### src/rslc_pkg.sv
// rslc_pkg: shared types and constants for the reset-source lock control
// assumes one 10 MHz core clock and a synchronous active-high reset
package rslc_pkg;
    localparam int unsigned CLK_HZ = 10_000_000;
    localparam int unsigned LVD_SETTLE_NS = 200_000; // 0.2 ms settle, max
    localparam int unsigned LVD_SETTLE_CYC =
        (LVD_SETTLE_NS / 100 > 0) ? LVD_SETTLE_NS / 100 : 1;
    // undervoltage mode register layout
    localparam int unsigned UVM_ON_POS = 7;
    localparam int unsigned UVM_RSEL_POS = 1;
    localparam int unsigned UVM_FLAG_POS = 0;
    localparam logic [7:0] UVM_RSV_MASK = 8'h7C; // bits 2..6 reserved
    localparam logic [7:0] UVM_RST_VAL = 8'h00;
    localparam logic [7:0] LVL_RST_VAL = 8'h00;
    localparam logic DBG_SEL_RST_VAL = 1'b1;

    // software write strobes with data
    typedef struct packed {
        logic clk_watch_en_wr;
        logic clk_watch_en_val;
        logic osc_halt_wr;
        logic osc_halt_val;
        logic uvm_wr;
        logic [7:0] uvm_val;
        logic lvl_wr;
        logic [7:0] lvl_val;
        logic flags_wr;
        logic [2:0] flags_val;
        logic dbg_wr;
        logic dbg_val;
    } rslc_sw_t;

    // cause flags: bit0 clock watch, bit1 undervoltage, bit2 other reset request
    typedef struct packed {
        logic other;
        logic uv;
        logic clk_watch;
    } rslc_cause_t;

    typedef enum logic [1:0] {UV_OFF, UV_SETTLE, UV_READY} rslc_uv_st_t;
endpackage

### src/rslc_sync.sv
// rslc_sync: two-flop synchroniser for pin and analog level inputs
// assumes the input may change at any time relative to core_clk
`timescale 1ns/10ps
module rslc_sync #(
    parameter int W = 1
) (
    input wire logic core_clk,
    input wire logic sys_rst,
    input wire logic [W-1:0] async_in,
    output logic [W-1:0] sync_out
);
    logic [W-1:0] meta_r;
    logic [W-1:0] sync_r;

    // first stage read only by second stage
    always_ff @(posedge core_clk)
    begin
        if (sys_rst)
        begin
            meta_r <= '0;
            sync_r <= '0;
        end
        else
        begin
            meta_r <= async_in;
            sync_r <= meta_r;
        end
    end

    assign sync_out = sync_r;
endmodule

### src/rslc_top.sv
// rslc_top: clock-watch lock, ring oscillator halt, undervoltage
// detector control, reset cause flags and debug mode select
// assumes software strobes are on core_clk; pins arrive asynchronously
// Contract
// (RL1) clock-watch enable, once set, ignores clears until reset
// (RL2) clock-watch reset clears enable and sets its cause flag
// (RL3) oscillator halts only if option allows and halt bit set
// (RL4) clock watch is inactive while oscillator is halted
// (RL5) software waits up to 0.2 ms before trusting undervoltage flag
// (RL6) interrupt follows flag only when detector on and reset-select 0
// (RL7) software writes zeros to mode register bits 2 to 6
// (RL8) detector on with reset-select locks detector until other reset
// (RL9) same lock blocks level-select writes until other reset
// (RL10) pin reset initialises debug select; debug entered on pin high
// (RL11) part of RAM not kept after power-on reset
// (RL12) cause flags clear by writing 0; set beats clear
// (RL13) with reset-select, undervoltage issues reset and records cause
`timescale 1ns/10ps
module rslc_top
(
    input wire logic core_clk,
    input wire logic sys_rst,
    input wire logic reset_pin_n,
    input wire logic power_on_rst,
    input wire logic osc_halt_allowed,
    input wire logic clk_fail,
    input wire logic uv_detect,
    input wire logic debug_reset_pin,
    input wire logic other_rst_req,
    input wire rslc_pkg::rslc_sw_t sw,
    output logic clock_watch_enable,
    output logic ring_osc_halt,
    output logic ring_osc_stopped,
    output logic clock_watch_active,
    output logic [7:0] undervoltage_mode_reg,
    output logic [7:0] detect_level_select,
    output logic undervoltage_irq,
    output logic uv_settled,
    output rslc_pkg::rslc_cause_t reset_cause_flags,
    output logic internal_rst_req,
    output logic debug_mode_select_bit,
    output logic debug_mode_entered,
    output logic ram_scrub_req
);
    import rslc_pkg::*;

    logic [3:0] pins_s;
    logic rst_pin_n_s;
    logic clk_fail_s;
    logic uv_s;
    logic dbg_pin_s;

    // pins pass two flops before use; reset pin enters inverted so the
    // cleared synchroniser reads as idle and fakes no reset after sys_rst
    rslc_sync #(.W(4)) u_sync (
        .core_clk(core_clk),
        .sys_rst(sys_rst),
        .async_in({~reset_pin_n, clk_fail, uv_detect, debug_reset_pin}),
        .sync_out(pins_s)
    );
    assign rst_pin_n_s = ~pins_s[3];
    assign clk_fail_s = pins_s[2];
    assign uv_s = pins_s[1];
    assign dbg_pin_s = pins_s[0];

    logic cw_en_r, cw_en_nxt;
    logic halt_r, halt_nxt;
    logic [7:0] uvm_r, uvm_nxt;
    logic [7:0] lvl_r, lvl_nxt;
    rslc_cause_t cause_r, cause_nxt;
    logic dbg_sel_r, dbg_sel_nxt;
    logic dbg_on_r, dbg_on_nxt;
    logic ram_r, ram_nxt;
    rslc_uv_st_t st_r, st_nxt;
    logic [15:0] cnt_r, cnt_nxt;
    logic cw_rst, uv_rst, oth_rst, lock, osc_stop;

    // reset events and the undervoltage lock
    assign osc_stop = halt_r & osc_halt_allowed; // RL3
    assign cw_rst = cw_en_r & ~osc_stop & clk_fail_s; // RL4
    assign lock = uvm_r[UVM_ON_POS] & uvm_r[UVM_RSEL_POS]; // RL8
    assign uv_rst = lock & uv_s; // RL13
    assign oth_rst = other_rst_req | ~rst_pin_n_s | power_on_rst;

    // next values of control registers
    always_comb
    begin
        cw_en_nxt = cw_en_r
            | (sw.clk_watch_en_wr & sw.clk_watch_en_val); // RL1
        if (cw_rst | oth_rst | uv_rst)
            cw_en_nxt = 1'b0; // RL2
        halt_nxt = sw.osc_halt_wr ? sw.osc_halt_val : halt_r;
        uvm_nxt = uvm_r;
        if (sw.uvm_wr & ~lock) // RL8
            uvm_nxt = (sw.uvm_val & ~UVM_RSV_MASK) & 8'hFE; // RL7
        uvm_nxt[UVM_FLAG_POS] = uvm_r[UVM_ON_POS] & uv_s;
        lvl_nxt = (sw.lvl_wr & ~lock) ? sw.lvl_val : lvl_r; // RL9
        cause_nxt = cause_r;
        if (sw.flags_wr)
            cause_nxt = cause_r & sw.flags_val; // RL12
        cause_nxt.clk_watch = cause_nxt.clk_watch | cw_rst; // RL2
        cause_nxt.uv = cause_nxt.uv | uv_rst; // RL13
        cause_nxt.other = cause_nxt.other | other_rst_req; // RL12
        if (oth_rst)
        begin
            uvm_nxt = UVM_RST_VAL; // RL8
            lvl_nxt = LVL_RST_VAL;
            halt_nxt = 1'b0;
        end
        dbg_sel_nxt = (sw.dbg_wr ? sw.dbg_val : dbg_sel_r);
        dbg_on_nxt = dbg_on_r | (dbg_sel_r & dbg_pin_s); // RL10
        if (~rst_pin_n_s)
        begin
            dbg_sel_nxt = DBG_SEL_RST_VAL; // RL10
            dbg_on_nxt = 1'b0;
        end
        ram_nxt = power_on_rst; // RL11
    end

    // settle timer after detector turn-on
    always_comb
    begin
        st_nxt = st_r;
        cnt_nxt = cnt_r;
        unique case (st_r)
            UV_OFF:
                if (uvm_r[UVM_ON_POS])
                begin
                    st_nxt = UV_SETTLE;
                    cnt_nxt = 16'(LVD_SETTLE_CYC - 1);
                end
            UV_SETTLE:
                if (!uvm_r[UVM_ON_POS])
                    st_nxt = UV_OFF;
                else if (cnt_r == 16'h0000)
                    st_nxt = UV_READY; // RL5
                else
                    cnt_nxt = cnt_r - 16'h0001;
            UV_READY:
                if (!uvm_r[UVM_ON_POS])
                    st_nxt = UV_OFF;
        endcase
    end

    // register all state
    always_ff @(posedge core_clk)
    begin
        if (sys_rst)
        begin
            cw_en_r <= 1'b0;
            halt_r <= 1'b0;
            uvm_r <= UVM_RST_VAL;
            lvl_r <= LVL_RST_VAL;
            cause_r <= '0;
            dbg_sel_r <= DBG_SEL_RST_VAL;
            dbg_on_r <= 1'b0;
            ram_r <= 1'b0;
            st_r <= UV_OFF;
            cnt_r <= 16'h0000;
        end
        else
        begin
            cw_en_r <= cw_en_nxt;
            halt_r <= halt_nxt;
            uvm_r <= uvm_nxt;
            lvl_r <= lvl_nxt;
            cause_r <= cause_nxt;
            dbg_sel_r <= dbg_sel_nxt;
            dbg_on_r <= dbg_on_nxt;
            ram_r <= ram_nxt;
            st_r <= st_nxt;
            cnt_r <= cnt_nxt;
        end
    end

    // outputs
    assign clock_watch_enable = cw_en_r;
    assign ring_osc_halt = halt_r;
    assign ring_osc_stopped = osc_stop; // RL3
    assign clock_watch_active = cw_en_r & ~osc_stop; // RL4
    assign undervoltage_mode_reg = uvm_r;
    assign detect_level_select = lvl_r;
    assign undervoltage_irq = uvm_r[UVM_ON_POS] & ~uvm_r[UVM_RSEL_POS]
        & uvm_r[UVM_FLAG_POS]; // RL6
    assign uv_settled = (st_r == UV_READY);
    assign reset_cause_flags = cause_r;
    assign internal_rst_req = cw_rst | uv_rst; // RL13
    assign debug_mode_select_bit = dbg_sel_r;
    assign debug_mode_entered = dbg_on_r;
    assign ram_scrub_req = ram_r; // RL11
endmodule

### config.mk
export PLATFORM = sky130hd
export DESIGN_NAME = rslc_top
export DESIGN_NICKNAME = d
export VERILOG_FILES = /design/src/rslc_pkg.sv /design/src/rslc_sync.sv /design/src/rslc_top.sv
export SDC_FILE = /design/constraint.sdc
export NUM_CORES = 1
export LEC_CHECK = 0
export ABC_AREA = 1
export BUFFER_PORTS_ARGS = -buffer_cell sky130_fd_sc_hd__buf_4
export CORE_MARGIN = 2
export CORE_UTILIZATION = 30
export CTS_CLUSTER_DIAMETER = 100
export DETAILED_ROUTE_END_ITERATION = 10
export GPL_TIMING_DRIVEN = 0
export SYNTH_ARGS = -nofsm -noshare
export SYNTH_HDL_FRONTEND = slang
export SYNTH_HIERARCHICAL = 1
export SYNTH_SLANG_ARGS = --single-unit
### constraint.sdc
create_clock -name core_clk -period 4.16 [get_ports core_clk]
set_input_delay 0.416 -clock core_clk [delete_from_list [all_inputs] [get_ports core_clk]]
set_output_delay 0.416 -clock core_clk [all_outputs]
set_load 0.005 [all_outputs]
==> results.cfg, run 1 <==
[sta]
clock_skew_ns = 0.008539
tightest_slew_ns = 0.5153
period_needed_ns = 1.660
finalMaxSlewViolations = 0
hold_viol = 0
fmax_mhz = 602.4
setup_slack_ns = 2.500
fin_crit_sh_pct = 39.90
setup_viol = 0
setup_tns_ns = 0
rsz0062_at_grt = no
max_slew_margin_pct = 65.65

[finish]
nets = 425
multiInputGateArea_um2 = 1061
register_area_um2 = 900.9
regMostFlops = cnt_r
utilization_pct = 39.70
drive_gt1_share_pct = 23.38
largest_register_ffs = 16
insertedDiodeCount = 0
synthToLayoutAreaGrowth_pct = 29.74
fillers = 780

[logic_synthesis]
async_flop_share_pct = 0
synth_mux_area_share_pct = 0.4558
synth_xor_area_share_pct = 0
synth_edf_count = 0
yosys.area_share.simple_pct = 34.87
ys_types = 30
synth_area_um2 = 2196
synth_most_common_cell = nand2_1
synth.area.top_cells = dfxtp_1, nand2_1, nor2_1
yosys.area_share.adder_pct = 2.279
synth_commonest_cells = nand2_1, nor2_1, dfxtp_1
synth_top_family_by_area = simple AND/OR/NAND/NOR gates
syn_area_per_cell_um2 = 6.862
yosysWarningCount = 6
synth_top_area_share_pct = 41.03
synth_compound_area_share_pct = 9.858
yosys.area.top_type = dfxtp_1
ys_ff_latch = 45
syn_inst = 320
ys.flop_type = dfxtp_1
ys_seq_area_share_pct = 41.03

[clock_tree]
holdBufCountCts = 0
cts_root_buffer = clkbuf_8
ctsResizeCount = 0
htreeDepth = 2
cts_max_path_buffers = 2
cts_made_buffers = 5
postCtsSetupBuffers = 0
clkSinkCount = 45
clkTransAtPathRegs_ns = 0.10
clk_latency_ns = 0.30
cts_tree = built

[floorplanning]
dieArea_um2 = 8020
rows = 31
die_w_um = 89.56
start_util_pct = 30.60
io_pins = 66
die_h_um = 89.56
core_um2 = 7176

[route]
vias = 2048
wl_per_cell_um = 10.35
routed_wl_um = 5007
routed_via_density = 4.231
drtPass1Iterations = 4
drc = 0
drt_iter0_drc = 75
ant_nets = 0

[global_route]
grt_pass1_vias = 1932
antenna_found_initial = 0
grt_pass1_wl_um = 8521
grt_max_degree = 17
grt-ovfl-total = 0
grtUsageTotal_pct = 13.41

[power_and_ir_drop]
worst_ir_drop_vdd_mv = 0.1749
switching_power_uw = 277.6
p_clk_share_pct = 35.9
p_per_area_nw_per_um2 = 343.6
internal-power_uw = 701.4
comb_power_share_pct = 17.7
seqPwrFrac_pct = 46.4
sw_frac_of_total_pct = 28.35
power_leakage_uw = 0.001370

[setup_path]
startpoint_type = flip-flop
cp.arrival_ns = 1.86
criticalPathCategory = reg2reg
end_kind = flip-flop
cp.required_ns = 4.36
cp_max_fo = 10

[min_path]
hold_path.class = in2reg

[place]
pre_cts_ws_ns = 2.477
hpwl_um = 3855
io_buffers = 53
place.gp.congestion = 0.8712

[run_status]
status = complete, no violations

[run]
drv_cap = 0
[stage by stage]
stage | power, uW | instance area, um2 | hold WS [ns] | cells
after floorplan | 582.5 | 2211 | 0.3883 | 324
after global placement | 635.8 | 2733 | 0.3897 | 476
after detailed placement | 638.5 | 2733 | 0.3949 | 476
after CTS | 991.3 | 2849 | 0.2799 | 484
after global routing | 1031 | 2849 | 0.2822 | 484
final | 979.0 | 2849 | 0.2877 | 484
[cell families (layout without fill, tap and decap cells)]
kind of cell	Yosys count	in the layout
flip-flops	45	45
buffers and inverters	55	116
multiplexers	1	1
AO/OA/AOI/OAI	37	37
other	1	5
AND/OR/NAND/NOR	177	177
adder cells (fa/ha/maj)	4	4
[routing by layer]
layer | share of wire (%) | GRT usage [%] | routed length [um]
met5 | 0 | 0 | 0
met4 | 0.70 | 2.985 | 35
met3 | 6.2 | 3.970 | 308
met2 | 47 | 22.66 | 2338
met1 | 46 | 16.84 | 2325
[area by class of cell]
cell class | count | share of cell area, %
flip-flops and latches | 45 | 31.62
multi-input cells | 224 | 37.24
clock inverters | 3 | 1.669
well taps | 99 | 4.348
inverters | 43 | 5.665
repair buffers | 53 | 13.97
clock buffers | 5 | 2.415
plain buffers | 12 | 3.074
[cell usage in the layout, fill, tap and decap left out, drive strengths merged]
cell type / n
nand2: 87
bufinv: 1
ha: 4
o211ai: 1
nand3b: 3
nor3: 3
or2: 2
nand4: 1
clkbuf: 7
a21oi: 26
conb: 5
o21ai: 9
buf: 63
nand3: 22
nor2: 59
a211oi: 1
inv: 45
mux2i: 1
dfxtp: 45
[worst paths after layout]
check                   startpoint            endpoint  slack, ns  depth (start not counted)
hold / removal             sys_rst  u_sync/sync_out[0]       0.29                          2
setup / recovery          cnt_r[0]           cnt_r[14]       2.50                         10
hold reg to reg   u_sync/meta_r[0]  u_sync/sync_out[0]       0.41                          2
setup reg to reg          cnt_r[0]           cnt_r[14]       2.50                         10
[power groups by stage]
stage               combinational (uW)  sequential, uW  clock (uW)
floorplan                          120             462           0
detailed placement                 174             464           0
CTS                                175             454         362
global placement                   172             464           0
finish                             173             454         352
global route                       197             457         378
[critical path, cell delays in order (launching register included)]
cell	delay [ns]
dfxtp_1	0.31
inv_1	0.09
ha_1	0.27
nand2_2	0.12
nor2_4	0.13
nand2_2	0.09
nand2_2	0.13
nand2_4	0.09
buf_6	0.15
nand3_1	0.10
a21oi_2	0.06
Note: power is estimated with default switching activity, not from simulation.
==> inputs of run 2 (changes only) <==
- clock period: 4.16 -> 1.5 ns (I/O delays scaled with it)
==> run 2 against run 1 <==
  * The flow now finishes with violations (setup timing)
  * Highest routed layer unchanged
  * Critical path depth decreased by 1
  * Global-route usage is 0.68 points higher
  * Via count up 4.2%
  * Setup slack worse by 2.5 ns
  * Critical endpoint is now cnt_r[10]
  * Flip-flop and latch count stayed put
  * Clock skew barely moved
  * Register-to-register slack worse by 2.5 ns
==> results.cfg, run 2 (same netlist as run 1, synthesis figures left out) <==
[global_route]
antenna_found_initial = 0
grt_pass1_wl_um = 8956
grt-ovfl-total = 0
grt_max_degree = 17
grt_pass1_vias = 2004
grtUsageTotal_pct = 14.10

[finish]
regMostFlops = cnt_r
fillers = 757
insertedDiodeCount = 0
synthToLayoutAreaGrowth_pct = 39.49
drive_gt1_share_pct = 33.08
utilization_pct = 42.69
final_cells = 495
finish.instance_area_um2 = 3063
nets = 436
final_common_cell = nand2_1
final_cell_mix = nand2_1, buf_4, nor2_1
largest_register_ffs = 16

[route]
drt_iter0_drc = 91
routed_wl_um = 5403
drc = 0
ant_nets = 0
drtPass1Iterations = 4
wl_per_cell_um = 10.92
routed_via_density = 4.313
vias = 2135

[power_and_ir_drop]
seqPwrFrac_pct = 45.2
worst_ir_drop_vdd_mv = 0.4761
comb_power_share_pct = 20.0
p_clk_share_pct = 34.7
sw_frac_of_total_pct = 28.62
switching_power_uw = 801.8
p_per_area_nw_per_um2 = 914.8
internal-power_uw = 2000
power_leakage_uw = 0.001465

[run_status]
violations = setup timing
status = finished, violations left

[clock_tree]
clkTransAtPathRegs_ns = 0.10
clkSinkCount = 45
cts_max_path_buffers = 2
htreeDepth = 2
cts_tree = built
cts_root_buffer = clkbuf_8
clk_latency_ns = 0.30
cts_made_buffers = 5

[place]
placed_cells = 476
hpwl_um = 3855
io_buffers = 53
pre_cts_ws_ns = -0.1831
place_area_um2 = 2733
place.gp.congestion = 0.8712

[sta]
clock_skew_ns = 0.008220
hold_viol = 0
fmax_mhz = 664.9
period_needed_ns = 1.504
timing.hold.ws_ns = 0.02448
setup_viol = 1
setup_slack_ns = -0.003915
rsz0062_at_grt = yes
fin_crit_sh_pct = 100.3
finalMaxSlewViolations = 0

[setup_path]
cp_max_fo = 5
end_kind = flip-flop
cp.buffers_inverters = 1
crit_top_cell = nand2_4
criticalPathCategory = reg2reg
crit_chain = nor2_2 > nand2_4 > nor2_4 > nand2_4 > nand2_4 > nand2_4 > bufbuf_16 > nand2_1 > a21oi_2
cp_top_family = simple AND/OR/NAND/NOR gates
reg2reg_depth = 9
cp_slowest_stage_delay_ns = 0.36
startpoint_type = flip-flop
crit_cells = 9
cp.arrival_ns = 1.69
slowest_stage = dfxtp_1
cp.required_ns = 1.68

[floorplanning]
die_h_um = 89.56
io_pins = 66
start_util_pct = 30.60
die_w_um = 89.56
core_um2 = 7176
rows = 31
dieArea_um2 = 8020

[min_path]
hold_path.class = in2reg
worstHoldPathCells = 2

[run]
drv_cap = 0
## run 2: what timing repair did
action,4_1_cts,5_1_grt
setup buffers,5,4
gates cloned,2,0
hold buffers,0,0
setup endpoints to repair,18,16
gates resized for setup,24,19
pin swaps,5,15
## run 2: worst register-to-register path, cell delays in order (launching register included)
cell,delay (ns)
dfxtp_1,0.36
nor2_2,0.18
nand2_4,0.08
nor2_4,0.13
nand2_4,0.08
nand2_4,0.07
nand2_4,0.07
bufbuf_16,0.27
nand2_1,0.08
a21oi_2,0.05
## run 2: stage by stage
stage               total power [uW]  setup TNS (ns)
global route                    2953         -0.5726
global placement                1763          -1.429
CTS                             2801               0
finish                          2802       -0.003915
detailed placement              1771          -2.072
floorplan                       1616               0
## run 2: final cells by class
| type | count | area [um2] | area share (%) |
|---|---|---|---|
| Clock buffer | 5 | 68.82 | 2.247 |
| Timing Repair Buffer | 64 | 513.0 | 16.75 |
| Inverter | 43 | 163.9 | 5.351 |
| Clock inverter | 3 | 47.55 | 1.552 |
| Buffer | 12 | 92.59 | 3.023 |
| Multi-Input combinational cell | 224 | 1139 | 37.17 |
| Tap cell | 99 | 123.9 | 4.044 |
| Sequential cell | 45 | 914.6 | 29.86 |
## run 2: path summary, 6_finish.rpt
check | startpoint | to | slack (ns)
max | cnt_r[3] | cnt_r[10] | -0.004
min | sys_rst | u_sync/meta_r[1] | 0.02
max reg2reg | cnt_r[3] | cnt_r[10] | -0.004
min reg2reg | u_sync/meta_r[0] | u_sync/sync_out[0] | 0.41
## run 2: power by group through the flow
| stage | Clock (uW) | Sequential, uW | Combinational, uW |
|---|---|---|---|
| 3_5_place_dp | 0 | 1290 | 483 |
| 3_3_place_gp | 0 | 1290 | 477 |
| 6_report | 973 | 1270 | 562 |
| 4_1_cts | 1000 | 1270 | 532 |
| 5_1_grt | 1050 | 1270 | 628 |
| 2_1_floorplan | 0 | 1280 | 333 |
## run 2: layer usage
| layer | wire, um | vias to the layer above | global-route usage (%) |
|---|---|---|---|
| met1 | 2452 | 946 | 17.46 |
| met3 | 314 | 4 | 4.063 |
| met4 | 35 | 0 | 3.528 |
| met5 | 0 | - | 0 |
| met2 | 2600 | 52 | 24.00 |
| li1 | - | 1133 | - |
==> inputs of run 3 (changes only) <==
- clock period: 1.5 -> 1.4 ns (I/O delays scaled with it)
==> run 3 against run 2 <==
  * The run still ends with setup timing left
  * Combinational power increased by 16%
  * Sequential share of layout area decreased by 0.57 points
  * Design area increased by 2.5%
==> results.cfg, run 3 (same netlist as run 1, synthesis figures left out) <==
[run_status]
status = finished, violations left
violations = setup timing

[sta]
rsz0062_at_grt = yes
setup_slack_ns = -0.07268
clock_skew_ns = 0.004951
period_needed_ns = 1.473
hold_viol = 0
fin_crit_sh_pct = 105.2
fmax_mhz = 679.0
finalMaxSlewViolations = 0
setup_viol = 12

[setup_path]
cp_slowest_stage_delay_ns = 0.37
cp_max_fo = 4
rr_endpoint = cnt_r[7]
cp.arrival_ns = 1.66
cp.required_ns = 1.59
slowest_stage = dfxtp_4
r2r_setup_slack_ns = -0.07
crit_chain = buf_4 > nor2_1 > nand2_2 > o21ai_0 > nand3_1 > nand2_1 > a21oi_1
criticalPathCategory = reg2reg
r2r-start = cnt_r[6]
startpoint_type = flip-flop
reg2reg_depth = 7
end_kind = flip-flop

[floorplanning]
die_h_um = 89.56
rows = 31
dieArea_um2 = 8020
io_pins = 66
start_util_pct = 30.60
die_w_um = 89.56
core_um2 = 7176

[finish]
final_cell_mix = nand2_1, buf_4, nor2_1
insertedDiodeCount = 0
drive_gt1_share_pct = 37.06
nets = 442
final_common_cell = nand2_1
largest_register_ffs = 16
utilization_pct = 43.75
synthToLayoutAreaGrowth_pct = 42.96
regMostFlops = cnt_r
fillers = 720

[route]
drt_iter0_drc = 71
wl_per_cell_um = 10.90
ant_nets = 0
drc = 0
routed_via_density = 4.345
vias = 2177
drtPass1Iterations = 4
routed_wl_um = 5462

[clock_tree]
htreeDepth = 2
clk_latency_ns = 0.30
cts_root_buffer = clkbuf_8
cts_tree = built
holdBufCountCts = 0
cts_made_buffers = 5
clkTransAtPathRegs_ns = 0.09
cts_max_path_buffers = 2
clkSinkCount = 45

[global_route]
grt_pass1_vias = 2002
grt-ovfl-total = 0
grtUsageMet1_pct = 17.89
top_usage_layer = met2
grt_max_degree = 15
grtUsageTotal_pct = 14.68
grt_util_met2_pct = 24.00
antenna_found_initial = 0
gr-usage-met3_pct = 4.432
grt_pass1_wl_um = 9190

[power_and_ir_drop]
power_uw = 2826
worst_ir_drop_vdd_mv = 0.4021
p_per_area_nw_per_um2 = 900.1
power_leakage_uw = 0.001484

[min_path]
worstHoldStart = sys_rst
worstHoldPathCells = 2
hold_path.class = in2reg
min_to = u_sync/sync_out[1]

[place]
io_buffers = 53
place.gp.congestion = 0.9088
hpwl_um = 3790

[run]
drv_cap = 0
==> run 3: cell types whose count changed in the layout (fill, tap and decap cells not counted), sizes merged <==
cell	before	now
buf	73	80
clkinvlp	0	2
inv	45	43
bufbuf	1	0
bufinv	1	0
clkbuf	7	8
==> run 3: layout make-up <==
| cell class | count | area (um2) | share of cell area, % |
|---|---|---|---|
| flip-flops and latches | 45 | 919.6 | 29.29 |
| multi-input cells | 224 | 1201 | 38.26 |
| repair buffers | 70 | 553.0 | 17.62 |
| plain buffers | 12 | 92.59 | 2.949 |
| well taps | 99 | 123.9 | 3.946 |
| inverters | 43 | 161.4 | 5.141 |
| clock buffers | 6 | 72.57 | 2.312 |
| clock inverters | 2 | 15.01 | 0.4783 |
==> run 3: routing by layer <==
metal,up-vias,routed length (um)
met3,12,365
met5,-,0
met2,64,2530
met1,957,2449
met4,0,116
li1,1144,-
==> run 3: what timing repair did <==
item,4_1_cts,5_1_grt
buffers inserted,13,4
gates resized for setup,39,19
endpoints found under the setup margin,18,20
pin swaps,11,4
gates cloned,1,0
==> run 3: power by group <==
group | internal (uW) | switching (uW) | total, uW
combinational | 303 | 348 | 651
clock | 352 | 464 | 816
sequential | 1320 | 35.8 | 1360
==> run 3: stage by stage <==
step / setup WS (ns) / hold slack (ns) / instance area, um2 / setup TNS, ns / instances
global route: -0.1252 / 0.004570 / 3139 / -1.685 / 501
global placement: -0.1500 / 0.3368 / 2748 / -1.481 / 476
CTS: -0.001081 / 0.006033 / 3049 / -0.001870 / 497
detailed placement: -0.1703 / 0.3384 / 2748 / -1.965 / 476
finish: -0.07268 / 0.01514 / 3139 / -0.1993 / 501
floorplan: 0.01770 / 0.2470 / 2226 / 0 / 324
==> run 3: how the worst max path moves through the flow <==
stage	start	end	slack (ns)	cells after the start
final	cnt_r[6]	cnt_r[7]	-0.07	7
after global routing	cnt_r[2]	cnt_r[6]	-0.13	8
after CTS	cnt_r[6]	cnt_r[15]	-0.001	9
after detailed placement	cnt_r[0]	cnt_r[10]	-0.17	10
after global placement	cnt_r[0]	cnt_r[10]	-0.15	10
after floorplan	st_r[0]	cnt_r[14]	0.02	9
==> run 3: worst max-delay path: cells and delay by family (launching register included) <==
kind,cells,cell delay (ns)
AO/OA/AOI/OAI,2,0.32
AND/OR/NAND/NOR,4,0.53
flip-flops,1,0.37
buffers and inverters,1,0.14
